===== src/core/bus_cycle_defines.svh =====
`ifndef BUS_CYCLE_DEFINES_SVH
`define BUS_CYCLE_DEFINES_SVH
// bus cycle state counts
`define T_FIRST 2'h0
`define T_LAST 2'h2
`define STEP_FIRST 3'h0
// page-zero upper address byte
`define PAGE_ZERO 8'h00
// counter value that reaches zero after one more transfer
`define COUNT_ONE 8'h01
// level of an idle strobe
`define STROBE_OFF 1'b1
`define STROBE_ON 1'b0
`endif


===== src/core/bus_cycle_pkg.sv =====
package bus_cycle_pkg;
  typedef enum logic [2:0] {
    CLS_INDEX_REG = 3'h0,
    CLS_INDEX_MEM = 3'h1,
    CLS_IN_DIRECT = 3'h2,
    CLS_IN_PAGE0 = 3'h3,
    CLS_JUMP = 3'h4,
    CLS_BLOCK_IN = 3'h5,
    CLS_IN_REG = 3'h6
  } cls_t;
  typedef enum logic [2:0] {
    CYC_FETCH1 = 3'h0,
    CYC_FETCH2 = 3'h1,
    CYC_OPERAND = 3'h2,
    CYC_MEM_READ = 3'h3,
    CYC_MEM_WRITE = 3'h4,
    CYC_IO_READ = 3'h5,
    CYC_IDLE_STATE = 3'h6
  } cyc_t;
  typedef struct packed {
    cyc_t kind;
    logic last;
  } step_t;
endpackage


===== src/core/bus_cycle_sequencer.sv =====
// What this block does
// - every instruction opens with an opcode fetch
// - index register step: two fetches, one idle
// - indexed memory step: eight cycles, read then write
// - direct port input: port low, accumulator high
// - page-zero input: upper address byte forced zero
// - jump skips high byte when condition fails
// - block input: io read, memory write, repeat idles
// - idle state: all strobes high, bus released
`timescale 1ns/1ps
`include "bus_cycle_defines.svh"
module bus_cycle_sequencer
  import bus_cycle_pkg::*;
(
  // clock and reset
  input wire logic I_CLOCK,
  input wire logic I_RESET_N,
  input wire logic I_CLOCK_EN,
  // instruction request, held stable while busy
  input wire logic I_START,
  input wire cls_t I_CLASS,
  input wire logic I_CONDITION,
  input wire logic I_REPEAT,
  input wire logic [15:0] I_PC,
  input wire logic [15:0] I_INDEX,
  input wire logic [15:0] I_BC,
  input wire logic [15:0] I_HL,
  input wire logic [7:0] I_ACC,
  input wire logic [7:0] I_WRITE_DATA,
  // external bus
  input wire logic [7:0] I_DATA,
  output logic [7:0] O_DATA,
  output logic O_DATA_OE,
  output logic [15:0] O_ADDRESS,
  output logic O_READ_N,
  output logic O_WRITE_N,
  output logic O_MEMORY_REQUEST_N,
  output logic O_IO_REQUEST_N,
  output logic O_FETCH_CYCLE_MARKER_N,
  output logic O_HALT_N,
  output logic O_OPCODE_LEAD_MARKER,
  // status
  output logic O_BUSY,
  output logic O_DONE,
  output logic [7:0] O_OPERAND
);
  typedef struct packed {
    cyc_t cyc;
    logic [1:0] t;
    logic [2:0] step;
    cls_t cls;
    logic busy;
    logic done;
    logic pending;
    logic [15:0] pc;
    logic [7:0] opnd;
    logic [7:0] sync1;
    logic [7:0] sync2;
    logic [7:0] sync3;
    logic [15:0] addr;
    logic [7:0] dout;
    logic doe;
    logic rd_n;
    logic wr_n;
    logic memory_request_n;
    logic io_request_n;
    logic fetch_cycle_marker_n;
    logic halt_n;
    logic opcode_lead_marker;
  } state_t;

  state_t s;
  state_t next_s;
  logic rst_meta;
  logic rst_n;
  logic again;
  step_t cur;
  step_t nxt;

  always_ff @(posedge I_CLOCK or negedge I_RESET_N) begin
    if (!I_RESET_N) begin
      rst_meta <= 1'b0;
      rst_n <= 1'b0;
    end else begin
      rst_meta <= 1'b1;
      rst_n <= rst_meta;
    end
  end

  function automatic step_t pick(cls_t c, logic [2:0] st, logic cond, logic rep);
    step_t r;
    r = '{CYC_IDLE_STATE, 1'b1};
    if (st == `STEP_FIRST) begin
      r = '{CYC_FETCH1, 1'b0};
    end else begin
      unique case (c)
        CLS_INDEX_REG: begin
          if (st == 3'h1) r = '{CYC_FETCH2, 1'b0};
          else r = '{CYC_IDLE_STATE, 1'b1};
        end
        CLS_INDEX_MEM: begin
          unique case (st)
            3'h1: r = '{CYC_FETCH2, 1'b0};
            3'h2: r = '{CYC_OPERAND, 1'b0};
            3'h5: r = '{CYC_MEM_READ, 1'b0};
            3'h7: r = '{CYC_MEM_WRITE, 1'b1};
            default: r = '{CYC_IDLE_STATE, 1'b0};
          endcase
        end
        CLS_IN_DIRECT: begin
          if (st == 3'h1) r = '{CYC_OPERAND, 1'b0};
          else r = '{CYC_IO_READ, 1'b1};
        end
        CLS_IN_PAGE0: begin
          unique case (st)
            3'h1: r = '{CYC_FETCH2, 1'b0};
            3'h2: r = '{CYC_OPERAND, 1'b0};
            default: r = '{CYC_IO_READ, 1'b1};
          endcase
        end
        CLS_JUMP: begin
          r = '{CYC_OPERAND, (st == 3'h2) || !cond};
        end
        CLS_BLOCK_IN: begin
          unique case (st)
            3'h1: r = '{CYC_FETCH2, 1'b0};
            3'h2: r = '{CYC_IO_READ, 1'b0};
            3'h3: r = '{CYC_MEM_WRITE, !rep};
            3'h4: r = '{CYC_IDLE_STATE, 1'b0};
            default: r = '{CYC_IDLE_STATE, 1'b1};
          endcase
        end
        default: begin
          if (st == 3'h1) r = '{CYC_FETCH2, 1'b0};
          else r = '{CYC_IO_READ, 1'b1};
        end
      endcase
    end
    return r;
  endfunction

  assign again = I_REPEAT && (I_BC[15:8] != `COUNT_ONE);
  assign cur = pick(s.cls, s.step, I_CONDITION, again);
  assign nxt = pick(s.cls, 3'(s.step + 3'h1), I_CONDITION, again);

  always_comb begin
    next_s = s;
    next_s.done = 1'b0;
    next_s.sync1 = I_DATA;
    next_s.sync2 = s.sync1;
    next_s.sync3 = s.sync2;
    next_s.pending = 1'b0;
    if (s.pending && (s.sync2 == s.sync3)) begin
      next_s.opnd = s.sync3;
    end else if (s.pending) begin
      next_s.pending = 1'b1;
    end
    if (!s.busy) begin
      if (I_START) begin
        next_s.busy = 1'b1;
        next_s.cls = I_CLASS;
        next_s.step = `STEP_FIRST;
        next_s.t = `T_FIRST;
        next_s.pc = I_PC;
        next_s.cyc = CYC_FETCH1;
      end
    end else if ((s.cyc != CYC_IDLE_STATE) && (s.t != `T_LAST)) begin
      next_s.t = 2'(s.t + 2'h1);
    end else begin
      if (s.cyc == CYC_FETCH1 || s.cyc == CYC_FETCH2 || s.cyc == CYC_OPERAND) begin
        next_s.pc = 16'(s.pc + 16'h0001);
      end
      if (s.cyc == CYC_OPERAND) begin
        next_s.pending = 1'b1;
      end
      if (cur.last) begin
        next_s.busy = 1'b0;
        next_s.done = 1'b1;
      end else begin
        next_s.step = 3'(s.step + 3'h1);
        next_s.cyc = nxt.kind;
        next_s.t = `T_FIRST;
      end
    end
    // bus outputs follow the next cycle kind
    next_s.addr = next_s.pc;
    next_s.dout = I_WRITE_DATA;
    next_s.doe = 1'b0;
    next_s.rd_n = `STROBE_OFF;
    next_s.wr_n = `STROBE_OFF;
    next_s.memory_request_n = `STROBE_OFF;
    next_s.io_request_n = `STROBE_OFF;
    next_s.fetch_cycle_marker_n = `STROBE_OFF;
    next_s.halt_n = `STROBE_OFF;
    next_s.opcode_lead_marker = 1'b1;
    if (next_s.busy) begin
      unique case (next_s.cyc)
        CYC_FETCH1, CYC_FETCH2: begin
          next_s.rd_n = `STROBE_ON;
          next_s.memory_request_n = `STROBE_ON;
          next_s.fetch_cycle_marker_n = `STROBE_ON;
          next_s.opcode_lead_marker = (next_s.cyc == CYC_FETCH2);
        end
        CYC_OPERAND: begin
          next_s.rd_n = `STROBE_ON;
          next_s.memory_request_n = `STROBE_ON;
        end
        CYC_MEM_READ: begin
          next_s.addr = 16'(I_INDEX + {{8{next_s.opnd[7]}}, next_s.opnd});
          next_s.rd_n = `STROBE_ON;
          next_s.memory_request_n = `STROBE_ON;
        end
        CYC_MEM_WRITE: begin
          if (next_s.cls == CLS_BLOCK_IN) next_s.addr = I_HL;
          else next_s.addr = 16'(I_INDEX + {{8{next_s.opnd[7]}}, next_s.opnd});
          next_s.wr_n = `STROBE_ON;
          next_s.memory_request_n = `STROBE_ON;
          next_s.doe = 1'b1;
        end
        CYC_IO_READ: begin
          if (next_s.cls == CLS_IN_DIRECT) next_s.addr = {I_ACC, next_s.opnd};
          else if (next_s.cls == CLS_IN_PAGE0) next_s.addr = {`PAGE_ZERO, next_s.opnd};
          else next_s.addr = I_BC;
          next_s.rd_n = `STROBE_ON;
          next_s.io_request_n = `STROBE_ON;
        end
        default: begin
          next_s.doe = 1'b0;
        end
      endcase
    end
  end

  always_ff @(posedge I_CLOCK or negedge rst_n) begin
    if (!rst_n) begin
      s <= '{cyc: CYC_IDLE_STATE, cls: CLS_INDEX_REG, rd_n: 1'b1, wr_n: 1'b1, memory_request_n: 1'b1,
             io_request_n: 1'b1, fetch_cycle_marker_n: 1'b1, halt_n: 1'b1, opcode_lead_marker: 1'b1,
             default: '0};
    end else if (I_CLOCK_EN) begin
      s <= next_s;
    end
  end

  assign O_DATA = s.dout;
  assign O_DATA_OE = s.doe;
  assign O_ADDRESS = s.addr;
  assign O_READ_N = s.rd_n;
  assign O_WRITE_N = s.wr_n;
  assign O_MEMORY_REQUEST_N = s.memory_request_n;
  assign O_IO_REQUEST_N = s.io_request_n;
  assign O_FETCH_CYCLE_MARKER_N = s.fetch_cycle_marker_n;
  assign O_HALT_N = s.halt_n;
  assign O_OPCODE_LEAD_MARKER = s.opcode_lead_marker;
  assign O_BUSY = s.busy;
  assign O_DONE = s.done;
  assign O_OPERAND = s.opnd;
endmodule


===== config.mk =====
export PLATFORM = sky130hd
export DESIGN_NAME = bus_cycle_sequencer
export DESIGN_NICKNAME = d
export VERILOG_FILES = /design/src/core/bus_cycle_pkg.sv /design/src/core/bus_cycle_sequencer.sv
export VERILOG_INCLUDE_DIRS = /design/src /design/src/core
export SDC_FILE = /design/constraint.sdc
export NUM_CORES = 1
export LEC_CHECK = 0
export CAP_MARGIN = 20
export CORE_AREA = 2 2 96 168
export DETAILED_ROUTE_END_ITERATION = 6
export DIE_AREA = 0 0 98 170
export DONT_BUFFER_PORTS = 1
export GPL_ROUTABILITY_DRIVEN = 1
export REMOVE_ABC_BUFFERS = 1
export SYNTH_ARGS = -nofsm -noshare
export SYNTH_HDL_FRONTEND = slang
export SYNTH_SLANG_ARGS = --single-unit

===== constraint.sdc =====
create_clock -name I_CLOCK -period 3.65 [get_ports I_CLOCK]
set_clock_uncertainty 0.05 [all_clocks]
set_input_delay 0.365 -clock I_CLOCK [delete_from_list [all_inputs] [get_ports I_CLOCK]]
set_output_delay 0.365 -clock I_CLOCK [all_outputs]
set_load 0.05 [all_outputs]

* After elaboration in Yosys (flattened, before gate mapping)
Index checks and enable logic that the tools add are counted.
** Word-level totals
- Input port bits :: 97
- Register bits :: 95
** Operators by class
- Add/subtract/negate cells :: 4
- Eq/ne operators :: 34
- Reductions and logical operators :: 20
- Mux-type cells :: 48
** Operators by type and width (number)
- two-way mux 16 bit :: 7
- one-hot mux 16 bit (3 select lines) :: 1
- == test 3 x 2 -> 1 bit, second input constant :: 11
- == test 3 bit, second input constant :: 11
- one-hot mux 4 bit (4 select lines) :: 2
- two-way mux 8 bit :: 3
- one-hot mux 4 bit (6 select lines) :: 1
- two-way mux 19 bit :: 1
- adder 16 x 1 -> 16 bit, second input constant :: 1
- adder 16 bit :: 1
- two-way mux 1 bit :: 16
- two-way mux 4 bit :: 4
- == test 3 x 1 -> 1 bit, second input constant :: 5
- zero test 3 bit :: 5
- two-way mux 12 bit :: 1
- OR reduction 5 bit :: 2
- two-way mux 3 bit :: 3
- == test 8 bit :: 1
- != test 8 x 1 -> 1 bit, second input constant :: 1
- one-hot mux 1 bit (4 select lines) :: 2
- one-hot mux 4 bit (2 select lines) :: 1
- two-way mux 2 bit :: 3
- two-way mux 6 bit :: 1
- != test 2 bit, second input constant :: 3
- other kinds (13) :: 19

* Longest topological paths before layout
Gate-level depths: netlist of the first run.
- Depth after elaboration :: 13
- Mapped depth :: 18

* Worst setup path after synthesis of the first run
Ideal clock, no wire load.
- Path kind :: reg-to-reg
- Start point :: register s (netlist bit next_s[34])
- End point :: register s (netlist bit O_ADDRESS[14])
- Path slack :: 0.049 ns
- Buffers on the path :: 0
- Stages on the path, launching flop included :: 19
- Data required time :: 3.474 ns
- Arrival time :: 3.426 ns
- Clock period less this slack :: 3.601 ns
- Cells stage by stage :: dfrtp_1 > xnor2_1 > nand4_1 > nor2_1 > nand2_1 > mux2_2 > ha_1 > inv_1 > fa_1 > nor2b_1 > o31a_1 > o211ai_1 > nand3_1 > a31o_2 > a21oi_1 > xnor2_1 > mux2_2 > a211oi_1 > o2bb2ai_1
** RTL lines
- start: declaration :: RTL line bus_cycle_sequencer.sv:72 : state_t s;
- start signal: assignment :: RTL line bus_cycle_sequencer.sv:236 : s <= '{cyc: CYC_IDLE_STATE, cls: CLS_INDEX_REG, rd_n: 1'b1, wr_n: 1'b1, memory_request_n: 1'b1,
- start signal: assignment :: RTL line bus_cycle_sequencer.sv:240 : s <= next_s;

==> impl_metrics.yaml, run 1 <==
sta:
  worstMarginPinSlew_ns: 0.978
  post-route-period-util_pct: 107
  period_minus_slack_ns: 3.92
  clock.fmax_mhz: 255
  hold_viol_final: 0
  whs_ns: 0.103
  slew_headroom_pct: 34.7
  maxSlewViolCount: 0
  setup_viol: 5
  postLayoutSetupSlackWorst_ns: -0.271
  rsz0062_at_grt: "true"
grt:
  track_usage_pct: 25.7
  grt_first_pass_wirelength_um: 33400
  met2_usage_pct: 49.8
  antenna_found_initial: 4
  met3_usage_pct: 5.17
  met1_usage_pct: 24.1
  grt_pass1_vias: 6214
  overflow: 0
  grt-busiest-layer: "met2"
  grt_max_degree: 102
setup_path:
  ff2ff_setup_slack_ns: -0.27
  ff2ff_path_depth: 19
  critical_path_required_ns: 3.85
  cp_max_fo: 5
  path_class: "reg2reg"
  crit_path_end_kind: "flop"
  cp-start-kind: "flop"
  worstReg2RegStart: "next_s[36]"
  critPathArrivalTime_ns: 4.12
  startpoint: "next_s[36]"
  rr_endpoint: "O_ADDRESS[6]"
  endpoint: "O_ADDRESS[6]"
pwr:
  p_int_mw: 3.62
  p_total_mw: 6.76
  leakage_nw: 3.52
  p_sw_mw: 3.14
  power_density_mw_per_mm2: 805
  sw_frac_of_total_pct: 46.4
  clockPowerShare_pct: 14.6
  combPwrFrac_pct: 52.8
  seqPwrFrac_pct: 32.6
  ir_worst_vdd_v: 0.000365
routing:
  num_vias: 5869
  first_pass_iters: 4
  drt_iter0_drc: 256
  drc: 0
  wl_per_cell_um: 21.6
  wl_um: 21500
  via_per_inst: 5.90
  drtAntennaViolNets: 0
die:
  dieArea_mm2: 0.0167
  die_w_um: 98
  initial_core_util_pct: 44.4
  ios: 139
  rows: 60
  core-area_mm2: 0.0152
  die_y_um: 170
synth:
  synthSimpleGateAreaFrac_pct: 12.9
  synth_largest_area_cell: "dfrtp_1"
  synth_top_cells_by_area: "dfrtp_1 32%, mux2_2 9.5%, ha_1 4.6%, o21ai_0 4.1%, xnor2_1 3.9%"
  synth_compound_area_share_pct: 21.7
  syn_inst: 712
  yosysWarnings: 0
  synth-edff-count: 0
  synth_top_family_by_area: "compound AO/OA/AOI/OAI gates"
  ys.flop_type: "dfrtp_1"
  syn-cell-area_mm2: 0.00676
  synthAdderAreaFrac_pct: 4.92
  synth_top_area_share_pct: 32.2
  synth-seq-area-share_pct: 35.3
  yosysUniqueCellTypes: 81
  avgSynthCellArea_um2: 9.49
  synthXorXnorAreaFrac_pct: 4.92
  async_reset_ff_share_pct: 100
  synth.ff_latch_count: 95
  synth.area.mux_share_pct: 12.8
min_path:
  hp-class: "in2reg"
  hold_depth: 1
run:
  maxCapViolations: 0
clocking:
  clk_latency_ns: 0.36
  cts-buffers-inserted: 9
  cts_tree: "yes"
  root_buffer: "clkbuf_16"
  clk_path_buf_depth: 2
  cts.sinks: 95
  clkTransAtPathRegs_ns: 0.08
  htree_levels: 3
cells_and_area:
  layout_common_cells: "137 x buf_4, 85 x dfrtp_1, 54 x mux2_2, 50 x nand2_1, 46 x o21ai_0"
  layout.cells.most_common: "buf_4"
  nets: 922
  layout-drive-gt1-share_pct: 37.4
  fin_area_mm2: 0.00840
  area_growth_pct: 24.3
  fin_util_pct: 55.1
  stdcell_count: 994
placed_design:
  dp_hpwl_um: 16200
  placed_area_mm2: 0.00747
  placement.io_buffers: 0
  place.gp.congestion: 0.968
  place_inst: 945
status:
  violations: "setup timing"
  status: "complete, but fails checks"
==> logic make-up after synthesis <==
family	Yosys count
AOI/OAI and AO/OA	206
and+or+nand+nor	173
DFF	95
buffers and inverters	94
muxes	79
xor gates and xnor gates	38
adders and majority gates	26
other	1
==> how the worst min path moves through the flow <==
stage / from / endpoint
finish: I_WRITE_DATA[5] / O_DATA[5]
floorplan: I_RESET_N / rst_meta
CTS: I_CLOCK_EN / O_OPERAND[3]
detailed placement: I_RESET_N / rst_meta
global placement: I_RESET_N / rst_meta
global route: I_CLOCK_EN / O_BUSY
==> sequential cells by signal, indices dropped and copies added, names as in the netlist <==
name and cells:
O_DATA 8, O_IO_REQUEST_N 1, rst_meta 1, s 36
O_BUSY 1, rst_n 1, O_FETCH_CYCLE_MARKER_N 1, O_READ_N 1
O_DONE 1, O_OPERAND 8, next_s 16, O_MEMORY_REQUEST_N 1
O_DATA_OE 1, O_OPCODE_LEAD_MARKER 1, O_ADDRESS 16, O_WRITE_N 1
==> synthesized netlist by cell type, types with 9 or more instances <==
| cell | instances |
|---|---|
| dfrtp_1 | 87 |
| mux2_2 | 57 |
| o21ai_0 | 55 |
| nand2_1 | 54 |
| nor2_1 | 45 |
| buf_4 | 34 |
| xnor2_1 | 30 |
| a21oi_1 | 29 |
| clkbuf_1 | 26 |
| ha_1 | 25 |
| inv_1 | 23 |
| mux2i_1 | 22 |
| a211oi_1 | 12 |
| nand3_1 | 12 |
| nor2b_1 | 12 |
| o2bb2ai_1 | 10 |
| a22oi_1 | 9 |
==> layer usage <==
layer,vias up,share of wire [%]
li1,2754,-
met1,2888,33
met2,165,56
met3,60,4.6
met4,2,6.4
met5,-,0.060
==> critical path, cell delays in order (launching register included) <==
cell and delay (ns):
dfrtp_1 0.39, xnor2_1 0.17, nand4_1 0.22, nor2_2 0.19, nand2_2 0.13, mux2_4 0.34, ha_4 0.17, inv_2 0.05
fa_2 0.20, nor2b_2 0.06, o31a_1 0.26, buf_4 0.14, o21a_1 0.18, nor2_1 0.13, xnor2_1 0.10, mux2_4 0.26
a32o_1 0.23, a311oi_2 0.32, buf_4 0.18, o2bb2ai_2 0.05
==> cell type report <==
cell class	count	area [um^2]
tap	186	233
clock buffer	9	225
multi-input combinational	524	4230
clock inverter	7	88.8
antenna	4	10.0
fill	1366	6840
inverter	24	90.1
sequential	95	2390
timing repair buffer	145	1130
==> power groups by stage <==
stage	clock (mW)	sequential (mW)	combinational [mW]
finish	0.987	2.21	3.57
global route	1.05	2.26	3.86
CTS	1.01	2.22	3.26
detailed placement	0	2.23	3.07
global placement	0	2.21	3.00
floorplan	0	2.21	1.78
==> metrics by stage <==
step / TNS (ns) / worst slack (ns)
global placement: -1.18 / -0.270
CTS: -0.544 / -0.175
finish: -0.737 / -0.271
floorplan: -2.96 / -0.446
detailed placement: -1.94 / -0.347
global route: -2.28 / -0.459
==> timing repair <==
action	CTS	global route
pin swaps	34	30
endpoints found under the setup margin	13	16
hold buffers	1	0
resized for setup	37	47
hold endpoints to repair	2	0
setup buffers	15	14
No activity file was read; power rests on OpenSTA's default activity.
==> run 2, diff against run 1 <==
HOLD_SLACK_MARGIN = 0.15   (was not set)
==> run 2 against run 1 <==
The run still ends with setup timing left. Maximum frequency is 1.1% higher. Combinational power increased by 4%. Clock power increased by 0.4%. Sequential share of layout area decreased by 1.1 points. Die area stayed put. Worst hold slack improved by 0.070 ns. Wire length is 3.7% higher. Global-route usage is 0.74 points higher. Sequential cell count unchanged. Critical path depth unchanged. Critical endpoint unchanged.
==> impl_metrics.yaml, run 2 (synthesis gave the netlist of run 1 again) <==
setup_path:
  ff2ff_path_depth: 19
  worstReg2RegStart: "next_s[36]"
  rr_endpoint: "O_ADDRESS[6]"
  ff2ff_setup_slack_ns: -0.23
  cp-start-kind: "flop"
  critPathArrivalTime_ns: 4.07
  path_class: "reg2reg"
  critical_path_required_ns: 3.85
  cp_max_fo: 5
  crit_path_end_kind: "flop"
routing:
  drt_iter0_drc: 290
  wl_per_cell_um: 21.8
  drc: 0
  first_pass_iters: 4
  drtAntennaViolNets: 0
  via_per_inst: 5.86
  num_vias: 5974
  wl_um: 22300
placed_design:
  place.gp.congestion: 0.968
  dp_hpwl_um: 16200
  place_ws_ns: -0.347
  placement.io_buffers: 0
  placed_area_mm2: 0.00747
sta:
  rsz0062_at_grt: "true"
  slew_headroom_pct: 35.4
  hold_viol_final: 0
  whs_ns: 0.172
  setup_viol: 5
  period_minus_slack_ns: 3.88
  post-route-period-util_pct: 106
  maxSlewViolCount: 0
  tns_ns: -0.740
  clock.fmax_mhz: 258
  postLayoutSetupSlackWorst_ns: -0.227
  worstMarginPinSlew_ns: 0.967
cells_and_area:
  fin_area_mm2: 0.00873
  largest_reg_flops: 36
  layout-drive-gt1-share_pct: 36.9
  fillerInstances: 1338
  top_register: "s"
  layout.cells.most_common: "buf_4"
  nets: 948
  layout_common_cells: "137 x buf_4, 85 x dfrtp_1, 54 x mux2_2, 50 x nand2_1, 46 x o21ai_0"
  area_growth_pct: 29.2
grt:
  grt_max_degree: 76
  track_usage_pct: 26.4
  antenna_found_initial: 4
  overflow: 0
  grt_first_pass_wirelength_um: 34200
  grt_pass1_vias: 6344
status:
  violations: "setup timing"
  status: "complete, but fails checks"
pwr:
  p_int_mw: 3.70
  p_total_mw: 6.92
  sw_frac_of_total_pct: 46.5
  seqPwrFrac_pct: 32.0
  p_sw_mw: 3.21
  ir_worst_vdd_v: 0.000366
  power_density_mw_per_mm2: 792
  leakage_nw: 3.65
  clockPowerShare_pct: 14.3
  combPwrFrac_pct: 53.7
clocking:
  clk_latency_ns: 0.35
  cts-buffers-inserted: 9
  root_buffer: "clkbuf_16"
  cts_tree: "yes"
  htree_levels: 3
  clk_path_buf_depth: 2
  clkTransAtPathRegs_ns: 0.08
  cts.sinks: 95
run:
  maxCapViolations: 0
die:
  ios: 139
  initial_core_util_pct: 44.4
  rows: 60
  core-area_mm2: 0.0152
  dieArea_mm2: 0.0167
  die_w_um: 98
  die_y_um: 170
min_path:
  min-delay-start: "I_CLOCK_EN"
  hold_end: "O_READ_N"
  hold_depth: 2
  hp-class: "in2reg"
run 2: per-stage QoR:
stage	utilization (%)	std cells
floorplan	-	643
global placement	49.0	945
detailed placement	49.0	945
CTS	54.5	998
global route	57.3	1019
finish	57.3	1020
run 2: layout make-up:
type | count | area, um^2 | share of cell area (%)
timing repair buffer | 171 | 1430 | 16.4
clock buffer | 9 | 225 | 2.58
multi-input combinational | 524 | 4260 | 48.8
antenna | 4 | 10.0 | 0.115
tap | 186 | 233 | 2.67
inverter | 24 | 90.1 | 1.03
clock inverter | 7 | 88.8 | 1.02
sequential | 95 | 2390 | 27.4
run 2: worst max path at each step:
stage,from,to,slack (ns),depth (start not counted)
after global placement,next_s[34],O_ADDRESS[13],-0.27,17
after detailed placement,next_s[34],O_ADDRESS[13],-0.35,16
after global routing,s[39],O_ADDRESS[14],-0.48,18
after CTS,next_s[32],O_ADDRESS[6],-0.18,18
after floorplan,O_BUSY,O_ADDRESS[14],-0.45,9
final,next_s[36],O_ADDRESS[6],-0.23,19
run 2: power groups by stage:
stage	clock, mW	combinational [mW]	sequential (mW)
3_5_place_dp	0	3.07	2.23
5_1_grt	1.05	4.01	2.26
3_3_place_gp	0	3.00	2.21
6_report	0.991	3.71	2.21
2_1_floorplan	0	1.78	2.21
4_1_cts	1.01	3.29	2.22
run 2: worst max-delay path, stage by stage, from the launching register on:
cell and delay [ns]:
dfrtp_1 0.39, xnor2_1 0.17, nand4_1 0.20, nor2_2 0.19, nand2_2 0.13, mux2_4 0.34, ha_4 0.17, inv_2 0.05
fa_2 0.20, nor2b_2 0.06, o31a_1 0.26, buf_4 0.15, o21a_1 0.18, nor2_1 0.12, xnor2_1 0.10, mux2_4 0.26
a32o_1 0.23, a311oi_2 0.31, buf_4 0.18, o2bb2ai_2 0.05
run 2: what timing repair did:
| item | CTS | global route |
|---|---|---|
| buffers inserted | 15 | 15 |
| pin swaps | 34 | 36 |
| setup endpoints to repair | 13 | 16 |
| hold endpoints to repair | 75 | 10 |
| hold buffers | 23 | 2 |
| cloned | 0 | 1 |
| gates resized for setup | 37 | 53 |
run 2: metal layers:
metal,vias up,track usage [%],share of wire [%]
met1,2935,24.7,33
met2,169,51.2,56
met3,61,5.17,4.5
met4,2,16.6,6.7
met5,-,0,0.058
li1,2807,-,-
